==> src/adc_ctrl_pkg.sv <==
package adc_ctrl_pkg;

    localparam logic [31:0] BASE_ADDR      = 32'h4080_0000;
    localparam int          OFS_BITS       = 8;

    localparam logic [7:0]  OFS_COMMAND    = 8'h00;
    localparam logic [7:0]  OFS_SETUP      = 8'h04;
    localparam logic [7:0]  OFS_MASKED     = 8'h08;
    localparam logic [7:0]  OFS_MASK       = 8'h0C;
    localparam logic [7:0]  OFS_RAW        = 8'h10;
    localparam logic [7:0]  OFS_RESULT     = 8'h14;
    localparam logic [7:0]  OFS_ZERO_ERR   = 8'h18;
    localparam logic [7:0]  OFS_STATE      = 8'h20;
    localparam logic [7:0]  OFS_UPPER      = 8'h24;
    localparam logic [7:0]  OFS_LOWER      = 8'h28;

    // converter_command fields
    localparam int          CMD_W          = 10;
    localparam int          B_ON           = 0;
    localparam int          B_CALIBRATION_ENABLE        = 1;
    localparam int          B_START        = 2;
    localparam int          B_SOFTRST      = 3;
    localparam int          B_STOP         = 4;
    localparam int          B_WINEN        = 5;
    localparam int          B_CALIBRATION_ENABLE_CLEAR     = 6;
    localparam int          B_AUTO_OFS     = 7;
    localparam int          B_MIC          = 8;
    localparam int          B_DMA          = 9;
    localparam logic [9:0]  CMD_STORE_MASK = 10'h3A7;
    localparam logic [9:0]  CMD_RESET      = 10'h000;

    // converter_setup fields
    localparam int          SETUP_W        = 8;
    localparam int          B_OSR_LO       = 2;
    localparam int          B_ATT_LO       = 4;
    localparam int          B_SKIP         = 6;
    localparam int          B_CONT         = 7;
    localparam logic [7:0]  SETUP_RESET    = 8'h0C;

    // event flags
    localparam int          FLAG_W         = 4;
    localparam int          F_EOC          = 0;
    localparam int          F_ENDCAL       = 1;
    localparam int          F_WIN          = 2;
    localparam int          F_STARTED      = 3;
    localparam logic [3:0]  MASK_RESET     = 4'hF;

    localparam logic [31:0] UPPER_RESET    = 32'h0FFF_FFFF;
    localparam logic [31:0] LOWER_RESET    = 32'h0000_0000;
    localparam logic [31:0] ZERO_ERR_RESET = 32'h0000_0000;
    localparam logic [31:0] RESULT_RESET   = 32'h0000_0000;

    localparam int          CLK_PERIOD_NS  = 20;
    localparam int          WAKE_TIME_NS   = 6000;
    localparam int          WAKE_CYCLES    = (WAKE_TIME_NS + CLK_PERIOD_NS - 1) / CLK_PERIOD_NS;
    localparam int          WAKE_CNT_W     = 9;

    typedef struct packed {
        logic        sel;
        logic        enable;
        logic        write;
        logic [31:0] addr;
        logic [31:0] wdata;
    } apb_req_t;

    typedef enum logic [3:0] {
        S_IDLE = 4'h1,
        S_WAKE = 4'h2,
        S_CAL  = 4'h4,
        S_ACQ  = 4'h8
    } seq_state_t;

endpackage

==> src/adc_control_register_block.sv <==
`timescale 1ns/1ps
// What this block does
// - registers decoded at fixed base plus offsets
// - unbypassed filter puts code in upper half
// - bypassed filter puts code in lower half
// - power and start ignored in microphone mode
// - calibrate only with both enable bits set
// - calibration enable cleared only by clear bit or register reset bit
// - start begins conversion when powered on
// - register reset bit restores command, setup, result and limit defaults, reads zero
// - stop clears start, power, dma, microphone
// - read-only result word at 0x14
// - offset correction register at 0x18, resets zero
// - window limits at 0x24 and 0x28
// - masked status 0x08, raw status 0x10
// - mask register at 0x0C resets 0xF
// - busy set and setup frozen during conversion
// - store corrected result, raise done flag
// - window flag when result inside limits
// - stop ends continuous conversion, powers off
module adc_control_register_block
    import adc_ctrl_pkg::*;
(
    input  wire logic        i_clk,
    input  wire logic        i_rst_b,
    input  wire apb_req_t    i_apb,
    input  wire logic [15:0] i_sample,
    input  wire logic        i_sample_valid,
    output logic [31:0]      o_prdata,
    output logic             o_irq,
    output logic             o_analog_on,
    output logic             o_busy,
    output logic             o_filter_bypass,
    output logic [1:0]       o_osr,
    output logic [1:0]       o_attenuation,
    output logic             o_microphone_enable,
    output logic             o_dma_en
);

    logic [CMD_W-1:0]   cmd_reg;
    logic [CMD_W-1:0]   cmd_next;
    logic [SETUP_W-1:0] setup_reg;
    logic [SETUP_W-1:0] setup_next;
    logic [FLAG_W-1:0]  raw_reg;
    logic [FLAG_W-1:0]  raw_next;
    logic [FLAG_W-1:0]  mask_reg;
    logic [31:0]        result_reg;
    logic [31:0]        zero_err_reg;
    logic [31:0]        zero_err_next;
    logic [31:0]        upper_reg;
    logic [31:0]        lower_reg;
    logic [31:0]        prdata_reg;
    logic               irq_reg;
    logic               analog_on_reg;
    logic               busy_reg;

    // bus decode
    wire                in_space  = (i_apb.addr[31:OFS_BITS] == BASE_ADDR[31:OFS_BITS]);
    wire [7:0]          ofs       = i_apb.addr[OFS_BITS-1:0];
    wire                setup_ph  = i_apb.sel & ~i_apb.enable & in_space;
    wire                wr        = i_apb.sel & i_apb.enable & i_apb.write & in_space;
    wire [31:0]         wd        = i_apb.wdata;
    wire                wr_cmd    = wr & (ofs == OFS_COMMAND);
    wire                wr_setup  = wr & (ofs == OFS_SETUP);
    wire                wr_mask   = wr & (ofs == OFS_MASK);
    wire                wr_zero   = wr & (ofs == OFS_ZERO_ERR);
    wire                wr_state  = wr & (ofs == OFS_STATE);
    wire                wr_upper  = wr & (ofs == OFS_UPPER);
    wire                wr_lower  = wr & (ofs == OFS_LOWER);
    wire                soft_rst  = wr_cmd & wd[B_SOFTRST];
    wire                stop_cmd  = wr_cmd & wd[B_STOP];

    // sequencer hookup
    wire                skip      = setup_reg[B_SKIP];
    wire                start_ok  = cmd_reg[B_START] & cmd_reg[B_ON] & ~cmd_reg[B_MIC];
    wire                abort     = ~cmd_reg[B_ON] | cmd_reg[B_MIC] | stop_cmd | soft_rst;
    wire                cal_req   = cmd_reg[B_CALIBRATION_ENABLE] & cmd_reg[B_AUTO_OFS];
    wire                seq_busy;
    wire                cal_done;
    wire                conv_done;
    wire                started;

    conv_sequencer u_seq (
        .i_clk          (i_clk),
        .i_rst_b        (i_rst_b),
        .i_start        (start_ok),
        .i_continuous   (setup_reg[B_CONT]),
        .i_cal_req      (cal_req),
        .i_abort        (abort),
        .i_sample_valid (i_sample_valid),
        .o_busy         (seq_busy),
        .o_cal_done     (cal_done),
        .o_conv_done    (conv_done),
        .o_started      (started)
    );

    // result path
    wire [15:0]         zero_half = skip ? zero_err_reg[15:0] : zero_err_reg[31:16];
    wire [15:0]         corrected = i_sample - zero_half;
    wire [31:0]         result_new = skip ? {16'h0000, corrected} : {corrected, 16'h0000};
    wire                in_window = (result_new >= lower_reg) & (result_new <= upper_reg);
    wire                win_hit   = conv_done & cmd_reg[B_WINEN] & in_window;
    wire [FLAG_W-1:0]   flag_set  = {started, win_hit, cal_done, conv_done};
    wire [FLAG_W-1:0]   flag_clr  = wr_state ? wd[FLAG_W:1] : {FLAG_W{1'b0}};
    wire [FLAG_W-1:0]   masked    = raw_reg & mask_reg;

    // read mux, unmapped reads zero
    wire [31:0]         rd_mux =
        (ofs == OFS_COMMAND)  ? {22'h0, cmd_reg} :
        (ofs == OFS_SETUP)    ? {24'h0, setup_reg} :
        (ofs == OFS_MASKED)   ? {28'h0, masked} :
        (ofs == OFS_MASK)     ? {28'h0, mask_reg} :
        (ofs == OFS_RAW)      ? {28'h0, raw_reg} :
        (ofs == OFS_RESULT)   ? result_reg :
        (ofs == OFS_ZERO_ERR) ? zero_err_reg :
        (ofs == OFS_STATE)    ? {27'h0, raw_reg, seq_busy} :
        (ofs == OFS_UPPER)    ? upper_reg :
        (ofs == OFS_LOWER)    ? lower_reg : 32'h0000_0000;

    always_comb begin
        cmd_next = cmd_reg;
        if (wr_cmd) begin
            cmd_next          = wd[CMD_W-1:0] & CMD_STORE_MASK;
            cmd_next[B_CALIBRATION_ENABLE] = cmd_reg[B_CALIBRATION_ENABLE] | wd[B_CALIBRATION_ENABLE];
            if (wd[B_CALIBRATION_ENABLE_CLEAR]) begin
                cmd_next[B_CALIBRATION_ENABLE] = 1'b0;
            end
        end
        if (conv_done && !setup_reg[B_CONT]) begin
            cmd_next[B_START] = 1'b0;
        end
        if (stop_cmd) begin
            cmd_next[B_START] = 1'b0;
            cmd_next[B_ON]    = 1'b0;
            cmd_next[B_DMA]   = 1'b0;
            cmd_next[B_MIC]   = 1'b0;
        end
        if (soft_rst) begin
            cmd_next = CMD_RESET;
        end
    end

    always_comb begin
        setup_next = setup_reg;
        if (wr_setup && !seq_busy) begin
            setup_next = wd[SETUP_W-1:0];
        end
        if (soft_rst) begin
            setup_next = SETUP_RESET;
        end
    end

    always_comb begin
        zero_err_next = zero_err_reg;
        if (wr_zero) begin
            zero_err_next = wd;
        end
        if (cal_done && skip) begin
            zero_err_next[15:0] = i_sample;
        end
        if (cal_done && !skip) begin
            zero_err_next[31:16] = i_sample;
        end
    end

    assign raw_next = (raw_reg & ~flag_clr) | flag_set;

    always_ff @(posedge i_clk or negedge i_rst_b) begin
        if (!i_rst_b) begin
            cmd_reg      <= CMD_RESET;
            setup_reg    <= SETUP_RESET;
            raw_reg      <= '0;
            mask_reg     <= MASK_RESET;
            zero_err_reg <= ZERO_ERR_RESET;
        end else begin
            cmd_reg      <= cmd_next;
            setup_reg    <= setup_next;
            raw_reg      <= raw_next;
            mask_reg     <= wr_mask ? wd[FLAG_W-1:0] : mask_reg;
            zero_err_reg <= zero_err_next;
        end
    end

    always_ff @(posedge i_clk or negedge i_rst_b) begin
        if (!i_rst_b) begin
            result_reg <= RESULT_RESET;
            upper_reg  <= UPPER_RESET;
            lower_reg  <= LOWER_RESET;
        end else if (soft_rst) begin
            result_reg <= RESULT_RESET;
            upper_reg  <= UPPER_RESET;
            lower_reg  <= LOWER_RESET;
        end else begin
            result_reg <= conv_done ? result_new : result_reg;
            upper_reg  <= wr_upper ? wd : upper_reg;
            lower_reg  <= wr_lower ? wd : lower_reg;
        end
    end

    always_ff @(posedge i_clk or negedge i_rst_b) begin
        if (!i_rst_b) begin
            prdata_reg    <= '0;
            irq_reg       <= 1'b0;
            analog_on_reg <= 1'b0;
            busy_reg      <= 1'b0;
        end else begin
            prdata_reg    <= setup_ph ? rd_mux : 32'h0000_0000;
            irq_reg       <= |(raw_next & mask_reg);
            analog_on_reg <= cmd_next[B_ON] & ~cmd_next[B_MIC];
            busy_reg      <= seq_busy;
        end
    end

    assign o_prdata        = prdata_reg;
    assign o_irq           = irq_reg;
    assign o_analog_on     = analog_on_reg;
    assign o_busy          = busy_reg;
    assign o_filter_bypass = setup_reg[B_SKIP];
    assign o_osr           = setup_reg[B_OSR_LO+1:B_OSR_LO];
    assign o_attenuation   = setup_reg[B_ATT_LO+1:B_ATT_LO];
    assign o_microphone_enable        = cmd_reg[B_MIC];
    assign o_dma_en        = cmd_reg[B_DMA];

    // checks
    property p_upper_half;
        @(posedge i_clk) disable iff (!i_rst_b)
        conv_done && !skip && !soft_rst |=> result_reg[31:16] == $past(corrected) && result_reg[15:0] == 16'h0000;
    endproperty
    a_upper_half: assert property (p_upper_half) else $error("result not in upper half");

    property p_lower_half;
        @(posedge i_clk) disable iff (!i_rst_b)
        conv_done && skip && !soft_rst |=> result_reg[15:0] == $past(corrected) && result_reg[31:16] == 16'h0000;
    endproperty
    a_lower_half: assert property (p_lower_half) else $error("result not in lower half");

    property p_mic_blocks;
        @(posedge i_clk) disable iff (!i_rst_b)
        cmd_reg[B_MIC] && !seq_busy |=> !seq_busy;
    endproperty
    a_mic_blocks: assert property (p_mic_blocks) else $error("conversion began in microphone mode");

    property p_cal_store;
        @(posedge i_clk) disable iff (!i_rst_b)
        cal_done |=> ($past(skip) ? zero_err_reg[15:0] : zero_err_reg[31:16]) == $past(i_sample);
    endproperty
    a_cal_store: assert property (p_cal_store) else $error("calibration result not stored");

    property p_calibration_enable_sticky;
        @(posedge i_clk) disable iff (!i_rst_b)
        cmd_reg[B_CALIBRATION_ENABLE] && !(wr_cmd && (wd[B_CALIBRATION_ENABLE_CLEAR] || wd[B_SOFTRST])) |=> cmd_reg[B_CALIBRATION_ENABLE];
    endproperty
    a_calibration_enable_sticky: assert property (p_calibration_enable_sticky) else $error("calibration enable dropped");

    property p_start_begins;
        @(posedge i_clk) disable iff (!i_rst_b)
        start_ok && !abort && !seq_busy |=> seq_busy [*2];
    endproperty
    a_start_begins: assert property (p_start_begins) else $error("start did not begin conversion");

    property p_soft_reset;
        @(posedge i_clk) disable iff (!i_rst_b)
        soft_rst |=> cmd_reg == CMD_RESET && setup_reg == SETUP_RESET && upper_reg == UPPER_RESET;
    endproperty
    a_soft_reset: assert property (p_soft_reset) else $error("register reset incomplete");

    property p_stop;
        @(posedge i_clk) disable iff (!i_rst_b)
        stop_cmd |=> !cmd_reg[B_ON] && !cmd_reg[B_START] && !cmd_reg[B_MIC] && !cmd_reg[B_DMA] && !seq_busy;
    endproperty
    a_stop: assert property (p_stop) else $error("stop did not switch off");

    property p_setup_frozen;
        @(posedge i_clk) disable iff (!i_rst_b)
        seq_busy && !soft_rst |=> $stable(setup_reg);
    endproperty
    a_setup_frozen: assert property (p_setup_frozen) else $error("setup changed while busy");

    property p_done_flag;
        @(posedge i_clk) disable iff (!i_rst_b)
        conv_done |=> raw_reg[F_EOC] ##1 o_irq || !mask_reg[F_EOC];
    endproperty
    a_done_flag: assert property (p_done_flag) else $error("done flag or interrupt missing");

    property p_masked_read;
        @(posedge i_clk) disable iff (!i_rst_b)
        setup_ph && ofs == OFS_MASKED |=> o_prdata[FLAG_W-1:0] == ($past(raw_reg) & $past(mask_reg));
    endproperty
    a_masked_read: assert property (p_masked_read) else $error("masked view wrong");

    property p_unmapped;
        @(posedge i_clk) disable iff (!i_rst_b)
        setup_ph && (ofs == 8'h1C || ofs > OFS_LOWER) |=> o_prdata == 32'h0000_0000;
    endproperty
    a_unmapped: assert property (p_unmapped) else $error("unmapped read not zero");

    c_calibrated: cover property (@(posedge i_clk) disable iff (!i_rst_b) cal_done ##[1:1000] conv_done);
    c_window_hit: cover property (@(posedge i_clk) disable iff (!i_rst_b) win_hit);
    c_stop_busy: cover property (@(posedge i_clk) disable iff (!i_rst_b) seq_busy && stop_cmd);

endmodule // adc_control_register_block

==> src/conv_sequencer.sv <==
`timescale 1ns/1ps
module conv_sequencer
    import adc_ctrl_pkg::*;
(
    input  wire logic i_clk,
    input  wire logic i_rst_b,
    input  wire logic i_start,
    input  wire logic i_continuous,
    input  wire logic i_cal_req,
    input  wire logic i_abort,
    input  wire logic i_sample_valid,
    output logic      o_busy,
    output logic      o_cal_done,
    output logic      o_conv_done,
    output logic      o_started
);

    seq_state_t             state_reg;
    seq_state_t             state_next;
    logic [WAKE_CNT_W-1:0]  wake_cnt_reg;
    logic [WAKE_CNT_W-1:0]  wake_cnt_next;

    localparam logic [WAKE_CNT_W-1:0] WAKE_LAST = WAKE_CNT_W'(WAKE_CYCLES - 1);

    assign o_busy      = (state_reg != S_IDLE);
    assign o_cal_done  = (state_reg == S_CAL) & i_sample_valid & ~i_abort;
    assign o_conv_done = (state_reg == S_ACQ) & i_sample_valid & ~i_abort;
    assign o_started   = (state_reg == S_IDLE) & i_start & ~i_abort;

    always_comb begin
        state_next    = state_reg;
        wake_cnt_next = wake_cnt_reg;
        case (state_reg)
            S_IDLE: begin
                wake_cnt_next = '0;
                if (o_started) begin
                    state_next = S_WAKE;
                end
            end
            S_WAKE: begin
                wake_cnt_next = wake_cnt_reg + 1'b1;
                if (wake_cnt_reg == WAKE_LAST) begin
                    state_next = i_cal_req ? S_CAL : S_ACQ;
                end
            end
            S_CAL: begin
                if (i_sample_valid) begin
                    state_next = S_ACQ;
                end
            end
            S_ACQ: begin
                if (i_sample_valid && !i_continuous) begin
                    state_next = S_IDLE;
                end
            end
            default: begin
                state_next = S_IDLE;
            end
        endcase
        if (i_abort) begin
            state_next = S_IDLE;
        end
    end

    always_ff @(posedge i_clk or negedge i_rst_b) begin
        if (!i_rst_b) begin
            state_reg    <= S_IDLE;
            wake_cnt_reg <= '0;
        end else begin
            state_reg    <= state_next;
            wake_cnt_reg <= wake_cnt_next;
        end
    end

endmodule // conv_sequencer

==> config.mk <==
export PLATFORM = sky130hd
export DESIGN_NAME = adc_control_register_block
export DESIGN_NICKNAME = d
export VERILOG_FILES = /design/src/adc_ctrl_pkg.sv /design/src/adc_control_register_block.sv /design/src/conv_sequencer.sv
export SDC_FILE = /design/constraint.sdc
export NUM_CORES = 1
export LEC_CHECK = 0
export BUFFER_PORTS_ARGS = -buffer_cell sky130_fd_sc_hd__buf_4
export CAP_MARGIN = 5
export CORE_ASPECT_RATIO = 1.4
export CORE_MARGIN = 2
export CORE_UTILIZATION = 55
export DETAILED_ROUTE_END_ITERATION = 6
export GPL_TIMING_DRIVEN = 0
export PLACE_DENSITY = 0.8
export SYNTH_ARGS = -nofsm -noshare
export SYNTH_HDL_FRONTEND = slang
export SYNTH_HIERARCHICAL = 1
export SYNTH_SLANG_ARGS = --single-unit
==> constraint.sdc <==
create_clock -name i_clk -period 6.23 [get_ports i_clk]
set_clock_uncertainty 0.15 [all_clocks]
set_input_delay 1.246 -clock i_clk [delete_from_list [all_inputs] [get_ports i_clk]]
set_output_delay 1.246 -clock i_clk [all_outputs]
set_load 0.005 [all_outputs]
==> run_results.csv, run 1 <==
group,metric,value,unit
grt,grtUsageMet2,62.4,%
cells_and_area,fin_cells,1709,
grt,grt-ovfl-total,0,
drt,via_per_inst,6.52,
clock_tree,tritoncts,"built",
synthesis,synth_top_cell_by_area,"dfrtp_1",
grt,antenna_found_initial,1,
die,die_h,177,um
setup_path,start_kind,"flip-flop",
cells_and_area,drive_gt1_share,17.3,%
clock_tree,cts-resized-gates,1,
drt,drtIter0Drc,1184,
synthesis,ys.warnings.count,6,
grt,grt_pass1_vias,11099,
power_and_ir_drop,leakage,6.59,nW
synthesis,synth.distinct_cells,78,
outcome,status,"complete, but fails checks",
synthesis,syn_area_per_cell,9.14,um^2
drt,drtPass1Iterations,7,
timing,hold_viol,0,
die,chipWidth,128,um
placed_design,routabilityCongestion,1.00,
synthesis,synth_top_family_by_area,"compound AO/OA/AOI/OAI gates",
timing,period_needed,6.04,ns
clock_tree,insertion_delay,0.45,ns
job,maxCapViolCount,0,
grt,use_met3,7.01,%
power_and_ir_drop,irDropWorstVdd,0.202,mV
setup_path,end_kind,"flip-flop",
drt,routed_wirelength,41.9,mm
min_path,min_path_type,"reg -> reg",
synthesis,synthAdderAreaFrac,8.67,%
drt,ant_nets,0,
placed_design,portBuffers,127,
grt,grt_max_degree,113,
placed_design,placed_cells_incl_taps,1676,
timing,rsz0062_at_grt,"no",
cells_and_area,post-route-cell-area,0.0137,mm^2
grt,grt_use_met1,43.2,%
setup_path,arrival,6.22,ns
synthesis,syn-cell-area,0.0118,mm^2
grt,grt_pass1_wl,63.3,mm
power_and_ir_drop,power.density,195,mW/mm^2
synthesis,synthCells,1288,
drt,drc,1,
placed_design,placed_area,0.0131,mm^2
die,die_area,0.0226,mm^2
synthesis,synth_edf_count,0,
cells_and_area,final_nets,1602,
clock_tree,clock-sinks,199,
clock_tree,post_cts_buffers,0,
clock_tree,h-tree-depth,4,
power_and_ir_drop,total_power,2.67,mW
drt,num_vias,11146,
placed_design,dpl.hpwl,31.3,mm
synthesis,ys.flop_type,"dfrtp_1",
grt,grt_usage,37.6,%
synthesis,yosysSeqAreaShare,42.7,%
die,initial_core_util,55.7,%
synthesis,synth_nets,1455,
clock_tree,path_clk_slew,0.07,ns
timing,fin_crit_sh,96.9,%
synthesis,synthTopCellsByArea,"dfrtp_1, ha_1, dfstp_2",
synthesis,synth_seq_cells,199,
drt,wl_per_cell,24.5,um
synthesis,synthXorXnorAreaFrac,0.967,%
timing,maxSlewViolCount,0,
synthesis,synth_top_area_share,34.9,%
outcome,failed_checks,"DRC",
timing,tightestPinTransition,1.05,ns
die,row_count,63,
setup_path,critPathMaxFanout,10,
synthesis,async_flop_share,100,%
placed_design,dp_slack,-0.365,ns
synthesis,synth.most_common_cell,"nand2_1",
synthesis,synthMuxAreaShare,5.90,%
clock_tree,hold_buffers,0,
timing,setup_slack,0.193,ns
timing,slew_headroom,30.2,%
cells_and_area,syn_to_final_growth,16.4,%
cells_and_area,fillers,1837,
synthesis,synth_compound_area_share,18.6,%
die,ios,128,
synthesis,synth_common_cells,"nand2_1, dfrtp_1, a21oi_1, nor2_1, ha_1",
setup_path,crit_required,6.41,ns
grt,grt-busiest-layer,"met2",
clock_tree,cts_made_buffers,17,
clock_tree,clockRootBuffer,"clkbuf_16",
clock_tree,clock_path_buffers,2,
die,coreArea,0.0211,mm^2
synthesis,yosys.area_share.simple,17.8,%
timing,finalSetupViolations,0,
setup_path,path_class,"reg -> reg",
timing,max_freq,166,MHz
## kinds of logic after synthesis
group | count (synthesis)
muxes | 69
and+or+nand+nor | 433
AOI/OAI and AO/OA | 348
xor gates and xnor gates | 13
DFF | 199
adders and majority gates | 81
buffers and inverters | 145
## through the flow
stage          hold WS (ns)  TNS (ns)  utilization [%]
2_1_floorplan         0.295         0                -
3_3_place_gp          0.316     -2.04             61.8
3_5_place_dp          0.329     -3.90             62.0
4_1_cts               0.338         0             64.8
5_1_grt               0.359         0             64.9
6_report              0.333         0             64.9
## metal layers
metal | share of wire [%] | vias to the layer above
met1 | 35 | 5332
met3 | 9.4 | 214
li1 | - | 4897
met5 | 0 | -
met4 | 7.7 | 0
met2 | 48 | 703
## cell type report
class                      instances  area [um^2]  share of cell area (%)
inverter                          75          282                    2.05
buffer                            70          349                    2.55
timing repair buffer             128          988                    7.21
clock buffer                      21          480                    3.51
sequential                       199         5020                    36.6
tap                              260          325                    2.37
multi-input combinational        944         6130                    44.8
antenna                            1         2.50                  0.0183
clock inverter                    11          121                   0.885
## placed cells by master (no fill, tap or decap), drive strengths merged, types with 4 or more instances in the layout
cell / instances
nor2b: 7
nor3: 26
a32o: 5
buf: 157
nor2: 106
o211ai: 30
a21o: 11
nand2b: 13
clkinv: 6
or4b: 4
nand3b: 4
and2: 26
nor4: 8
mux2i: 66
or4: 4
xor2: 7
a222oi: 7
dfrtp: 164
inv: 76
nand3: 30
nand2: 166
a31oi: 9
clkbuf: 62
nand4: 17
o21ai: 34
a22oi: 59
ha: 80
o21bai: 4
dfstp: 35
xnor2: 6
and3: 4
or3: 4
a21oi: 152
o311ai: 4
or2: 5
## power breakdown
part	leakage, nW	total (mW)	internal [mW]	switching, mW
registers	2.64	1.29	1.29	0.00000000218
clock network	0.295	1.15	0.634	0.513
logic	3.66	0.233	0.0907	0.143
total	6.59	2.67	2.02	0.656
## worst paths after layout
path,from,to,slack (ns),cells after the start
max,setup_reg[6]$_DFFE_PN0P_,o_irq$_DFF_PN0_,0.19,20
min,u_seq/wake_cnt_reg[7]$_DFFE_PN0P_,u_seq/wake_cnt_reg[7]$_DFFE_PN0P_,0.33,1
max reg2reg,setup_reg[6]$_DFFE_PN0P_,o_irq$_DFF_PN0_,0.19,20
min reg2reg,u_seq/wake_cnt_reg[7]$_DFFE_PN0P_,u_seq/wake_cnt_reg[7]$_DFFE_PN0P_,0.33,1
max in group asynchronous,i_rst_b,zero_err_reg[14]$_DFFE_PN0P_,4.29,2
min in group asynchronous,i_rst_b,o_prdata[8]$_DFF_PN0_,0.63,1
## critical path: stages, from the launching register on
cell	delay, ns
dfrtp_1	0.48
clkbuf_1	0.34
clkbuf_2	0.43
mux2_2	0.24
ha_1	0.16
inv_1	0.06
fa_1	0.39
a21oi_1	0.35
o211ai_1	0.21
o211ai_1	0.39
a31oi_1	0.20
xor2_1	0.23
and2_1	0.23
ha_1	0.33
nand4_1	0.20
nor4_2	0.55
a22oi_1	0.16
nand4b_1	0.18
o21ai_0	0.23
o221ai_1	0.30
nand2_1	0.09
Note: power is estimated with default switching activity, not from simulation.
==> inputs of run 2 (changes only) <==
PLACE_DENSITY = not set   (was 0.8)
PLACE_DENSITY_LB_ADDON = 0.3   (was not set)
==> run 2 against run 1 <==
  * Final cell count did not move
  * First-iteration DRC count down 3.5%
  * Register-to-register slack better by 0.15 ns
  * Clock power grew 8%
  * The flow now finishes without violations
  * Combinational power grew 2%
  * Total power up 3.7%
  * Global-route usage rose by 0.34 points
  * Critical endpoint is now zero_err_reg[29]$_DFFE_PN0P_
  * Sequential cell count is the same
  * Non-clock buffer count increased by 1
  * Worst hold slack improved by 0.0086 ns
  * Die area unchanged
==> run_results.csv, run 2 (synthesis results as in run 1) <==
group,metric,value,unit
outcome,status,"complete, no violations",
timing,setup_slack,0.273,ns
die,coreArea,0.0211,mm^2
power_and_ir_drop,power.density,201,mW/mm^2
die,row_count,63,
die,initial_core_util,55.7,%
grt,grt_pass1_wl,63.4,mm
drt,drtIter0Drc,1142,
timing,finalSetupViolations,0,
clock_tree,tritoncts,"built",
grt,antenna_found_initial,0,
timing,rsz0062_at_grt,"no",
die,chipWidth,128,um
setup_path,end_kind,"flip-flop",
cells_and_area,drive_gt1_share,17.3,%
power_and_ir_drop,total_power,2.77,mW
timing,period_needed,5.96,ns
drt,ant_nets,0,
cells_and_area,layout_commonest_cell,"nand2_1",
timing,tightestPinTransition,1.05,ns
timing,max_freq,168,MHz
drt,wl_per_cell,24.6,um
cells_and_area,diodes,0,
cells_and_area,post-route-cell-area,0.0138,mm^2
drt,drc,0,
clock_tree,clock-sinks,199,
setup_path,crit_required,6.38,ns
cells_and_area,syn_to_final_growth,17.0,%
power_and_ir_drop,leakage,6.62,nW
setup_path,critPathMaxFanout,10,
timing,hold_viol,0,
placed_design,portBuffers,127,
grt,grt_max_degree,70,
drt,num_vias,11161,
clock_tree,cts_made_buffers,17,
timing,fin_crit_sh,95.6,%
placed_design,dp_slack,-0.300,ns
cells_and_area,layout_common_cells,"nand2_1, dfrtp_1, a21oi_1",
placed_design,routabilityCongestion,1.01,
timing,maxSlewViolCount,0,
clock_tree,clock_path_buffers,2,
clock_tree,clockRootBuffer,"clkbuf_16",
power_and_ir_drop,irDropWorstVdd,0.194,mV
clock_tree,path_clk_slew,0.07,ns
grt,grt-ovfl-total,0,
grt,grt_pass1_vias,11018,
grt,grt_usage,37.9,%
placed_design,dpl.hpwl,31.8,mm
cells_and_area,final_nets,1603,
die,die_h,177,um
setup_path,arrival,6.11,ns
job,maxCapViolCount,0,
drt,drtPass1Iterations,6,
clock_tree,h-tree-depth,4,
drt,via_per_inst,6.53,
setup_path,path_class,"in -> reg",
min_path,min_path_type,"reg -> reg",
clock_tree,hold_buffers,0,
clock_tree,insertion_delay,0.45,ns
drt,routed_wirelength,42.1,mm
clock_tree,post_cts_buffers,0,
placed_design,placed_area,0.0131,mm^2
die,die_area,0.0226,mm^2
die,ios,128,
timing,slew_headroom,29.8,%
setup_path,start_kind,"input pin",
-- run 2: cell types whose count changed in the layout (fill, tap and decap cells not counted), sizes merged --
cell / previous run / this run
bufinv: 2 / 5
clkbuf: 62 / 59
clkinv: 6 / 3
inv: 76 / 78
buf: 157 / 158
clkinvlp: 2 / 3
diode: 1 / 0
-- run 2: routing by layer --
layer  GRT usage [%]  share of wire [%]  vias up
li1                -                  -     4905
met1            44.3                 36     5397
met2            62.0                 48      672
met3            6.83                8.0      187
met4            28.4                8.1        0
met5               0                  0        -
-- run 2: path summary, 6_finish.rpt --
kind | cells past startpoint | start | endpoint | slack [ns]
max in group asynchronous | 3 | i_rst_b | upper_reg[13]$_DFFE_PN1P_ | 4.23
max reg2reg | 18 | setup_reg[6]$_DFFE_PN0P_ | o_irq$_DFF_PN0_ | 0.34
min reg2reg | 1 | u_seq/wake_cnt_reg[7]$_DFFE_PN0P_ | u_seq/wake_cnt_reg[7]$_DFFE_PN0P_ | 0.34
max | 13 | i_apb[37] | zero_err_reg[29]$_DFFE_PN0P_ | 0.27
min in group asynchronous | 1 | i_rst_b | cmd_reg[8]$_DFF_PN0_ | 0.57
min | 1 | u_seq/wake_cnt_reg[7]$_DFFE_PN0P_ | u_seq/wake_cnt_reg[7]$_DFFE_PN0P_ | 0.34
-- run 2: cell type report --
type	instances	area (um^2)
plain buffers	70	349
flip-flops and latches	199	5020
multi-input cells	944	6130
inverters	75	282
clock inverters	14	221
well taps	260	325
clock buffers	18	429
repair buffers	129	1020
fillers	1798	7340
-- run 2: repair_timing --
action | CTS | global route
hold endpoints to repair | 0 | 0
setup endpoints to repair | 0 | 17
resized for setup | 0 | 9
-- run 2: worst max-delay path, cell delays in order --
cell and delay, ns:
buf_4 0.11, nor3_1 0.37, nand2b_1 0.10, clkbuf_1 0.22, nor2_1 0.50, nand3_1 0.46
o21ai_1 0.68, nor3_1 0.21, and3_1 0.30, nand2_1 0.65, clkbuf_1 0.84, mux2i_1 0.29
a21oi_1 0.09
-- run 2: stage by stage --
step           TNS (ns)  instances  util, %  hold slack, ns
2_1_floorplan         0       1288        -           0.295
3_3_place_gp      -3.38       1675     61.8           0.320
3_5_place_dp      -3.30       1677     62.1           0.332
4_1_cts               0       1709     65.2           0.341
5_1_grt               0       1709     65.2           0.362
6_report              0       1709     65.2           0.342
-- run 2: power by group --
part	leakage, nW	internal (mW)	switching (mW)
Combinational	3.67	0.0921	0.145
Sequential	2.64	1.29	0.00000000225
Clock	0.308	0.717	0.525
Total	6.62	2.10	0.670
==> inputs of run 3 (changes only) <==
CORE_MARGIN = 1   (was 2)
clock period = 7.4 ns   (was 6.23 ns; I/O delays follow)
==> run 3 against run 2 <==
  * The run now ends with DRC left
  * Global-route usage increased by 1.6 points
  * Largest cell class unchanged
  * Final area down 0.94%
  * First-iteration DRC count fell by 4.2%
  * Register-to-register slack improved by 0.63 ns
  * Sequential cell count did not move
  * Critical path type unchanged
  * Count of clock-buffer cells in the layout increased by 5
  * Setup slack better by 0.59 ns
  * Utilization fell by 0.37 points
  * Final cell count is essentially flat
  * Clock power is 27% lower
==> run_results.csv, run 3 (synthesis results as in run 1) <==
group,metric,value,unit
setup_path,worstSetupEndpoint,"zero_err_reg[29]$_DFFE_PN0P_",
clock_tree,hold_buffers,0,
placed_design,routabilityCongestion,0.994,
drt,routed_wirelength,42.2,mm
cells_and_area,layout_common_cells,"nand2_1, dfrtp_1, a21oi_1",
timing,hold_slack,0.337,ns
die,initial_core_util,55.9,%
grt,grt_max_degree,122,
outcome,status,"complete, but fails checks",
die,chipWidth,126,um
cells_and_area,diodes,0,
placed_design,portBuffers,127,
timing,maxSlewViolCount,0,
die,coreArea,0.0210,mm^2
clock_tree,clock_path_buffers,2,
clock_tree,insertion_delay,0.46,ns
drt,num_vias,11111,
grt,grt_usage,39.5,%
cells_and_area,multi_input_area,0.00612,mm^2
grt,antenna_found_initial,0,
outcome,failed_checks,"DRC",
clock_tree,path_clk_slew,0.07,ns
setup_path,crit_required,7.56,ns
die,die_h,175,um
timing,period_needed,6.54,ns
cells_and_area,fillers,1813,
cells_and_area,syn_to_final_growth,15.9,%
drt,wl_per_cell,24.7,um
timing,hold_viol,0,
setup_path,path_cells,"buf_4 > nor3_1 > nand2b_1 > clkbuf_1 > nor2_1 > nand3_1 > o21ai_0 > nor3_1 > and3_1 > nand2_1 > clkbuf_1 > mux2i_1 > a21oi_1",
timing,slew_headroom,18.4,%
drt,drc,12,
die,die_area,0.0220,mm^2
power_and_ir_drop,leakage,6.56,nW
setup_path,worst-path-stages,13,
timing,tightestPinTransition,1.22,ns
clock_tree,clockRootBuffer,"clkbuf_16",
setup_path,arrival,6.69,ns
timing,setup_tns,0,ns
setup_path,cp_slowest_cell,"clkbuf_1",
timing,rsz0062_at_grt,"no",
clock_tree,post_cts_buffers,0,
setup_path,r2r_cells,18,
setup_path,critPathTopFamily,"simple AND/OR/NAND/NOR gates",
setup_path,end_kind,"flip-flop",
setup_path,critPathMaxFanout,10,
timing,max_freq,153,MHz
setup_path,start_kind,"input pin",
power_and_ir_drop,irDropWorstVdd,0.165,mV
grt,grt_pass1_wl,63.9,mm
grt,grt-ovfl-total,0,
setup_path,timing.rr.start,"setup_reg[6]$_DFFE_PN0P_",
clock_tree,tritoncts,"built",
power_and_ir_drop,power.density,161,mW/mm^2
grt,grt_pass1_vias,11181,
cells_and_area,fin_cells,1708,
die,ios,128,
drt,ant_nets,0,
setup_path,timing.rr.end,"o_irq$_DFF_PN0_",
timing,finalSetupViolations,0,
placed_design,dpl.hpwl,31.6,mm
clock_tree,clock-sinks,199,
setup_path,path_buf_inv,3,
setup_path,path_class,"in -> reg",
cells_and_area,seqCellArea,0.00502,mm^2
cells_and_area,drive_gt1_share,16.9,%
die,row_count,63,
clock_tree,cts_made_buffers,17,
clock_tree,cts-resized-gates,0,
cells_and_area,final_nets,1602,
setup_path,slowest_delay,0.97,ns
drt,drtPass1Iterations,7,
job,maxCapViolCount,0,
drt,drtIter0Drc,1094,
clock_tree,h-tree-depth,4,
setup_path,startpoint,"i_apb[37]",
timing,fin_crit_sh,88.3,%
drt,via_per_inst,6.51,
cells_and_area,layout_commonest_cell,"nand2_1",
placed_design,placed_cells_incl_taps,1676,
min_path,min_path_type,"reg -> reg",
setup_path,timing.reg2reg.setup_slack,0.97,ns
run 3: cell count changes in the layout (fill, tap and decap cells not counted), moves of 2 or more:
cell / previous run / this run
clkinv_2: 1 / 3
bufinv_16: 5 / 0
clkbuf_8: 0 / 5
clkbuf_1: 39 / 41
clkbuf_2: 3 / 0
run 3: how the worst min path moves through the flow:
| stage | startpoint | slack [ns] | cells after the start | endpoint |
|---|---|---|---|---|
| final | u_seq/wake_cnt_reg[8]$_DFFE_PN0P_ | 0.34 | 1 | u_seq/wake_cnt_reg[8]$_DFFE_PN0P_ |
| after global routing | u_seq/wake_cnt_reg[8]$_DFFE_PN0P_ | 0.36 | 1 | u_seq/wake_cnt_reg[8]$_DFFE_PN0P_ |
| after CTS | u_seq/wake_cnt_reg[8]$_DFFE_PN0P_ | 0.33 | 1 | u_seq/wake_cnt_reg[8]$_DFFE_PN0P_ |
| after detailed placement | u_seq/wake_cnt_reg[8]$_DFFE_PN0P_ | 0.32 | 1 | u_seq/wake_cnt_reg[8]$_DFFE_PN0P_ |
| after global placement | u_seq/wake_cnt_reg[8]$_DFFE_PN0P_ | 0.32 | 1 | u_seq/wake_cnt_reg[8]$_DFFE_PN0P_ |
| after floorplan | u_seq/wake_cnt_reg[8]$_DFFE_PN0P_ | 0.30 | 1 | u_seq/wake_cnt_reg[8]$_DFFE_PN0P_ |
run 3: metrics by stage:
step | total power, mW | util, % | worst slack [ns] | cell area [um^2]
4_1_cts | 2.19 | 64.9 | 1.03 | 13700
5_1_grt | 2.25 | 64.9 | 0.692 | 13700
3_5_place_dp | 1.30 | 62.2 | 0.592 | 13100
2_1_floorplan | 1.19 | - | 2.59 | 11800
3_3_place_gp | 1.30 | 62.0 | 0.602 | 13100
6_report | 2.19 | 64.9 | 0.865 | 13700
run 3: report_power, final:
group          total [mW]  internal (mW)  switching [mW]
clock network       0.909          0.477           0.432
registers            1.09           1.09   0.00000000188
logic               0.197         0.0761           0.121
run 3: layer usage:
layer	GRT usage (%)	wire [um]	vias to the layer above
li1	-	-	4897
met2	65.0	20000	665
met4	32.8	3590	0
met3	8.60	3740	215
met1	43.8	14800	5334
met5	0	0	-
run 3: area by class of cell:
type	count	area share (%)
well taps	260	2.38
clock inverters	9	0.477
multi-input cells	944	44.9
flip-flops and latches	199	36.8
plain buffers	70	2.53
clock buffers	23	3.65
inverters	75	2.06
repair buffers	128	7.24
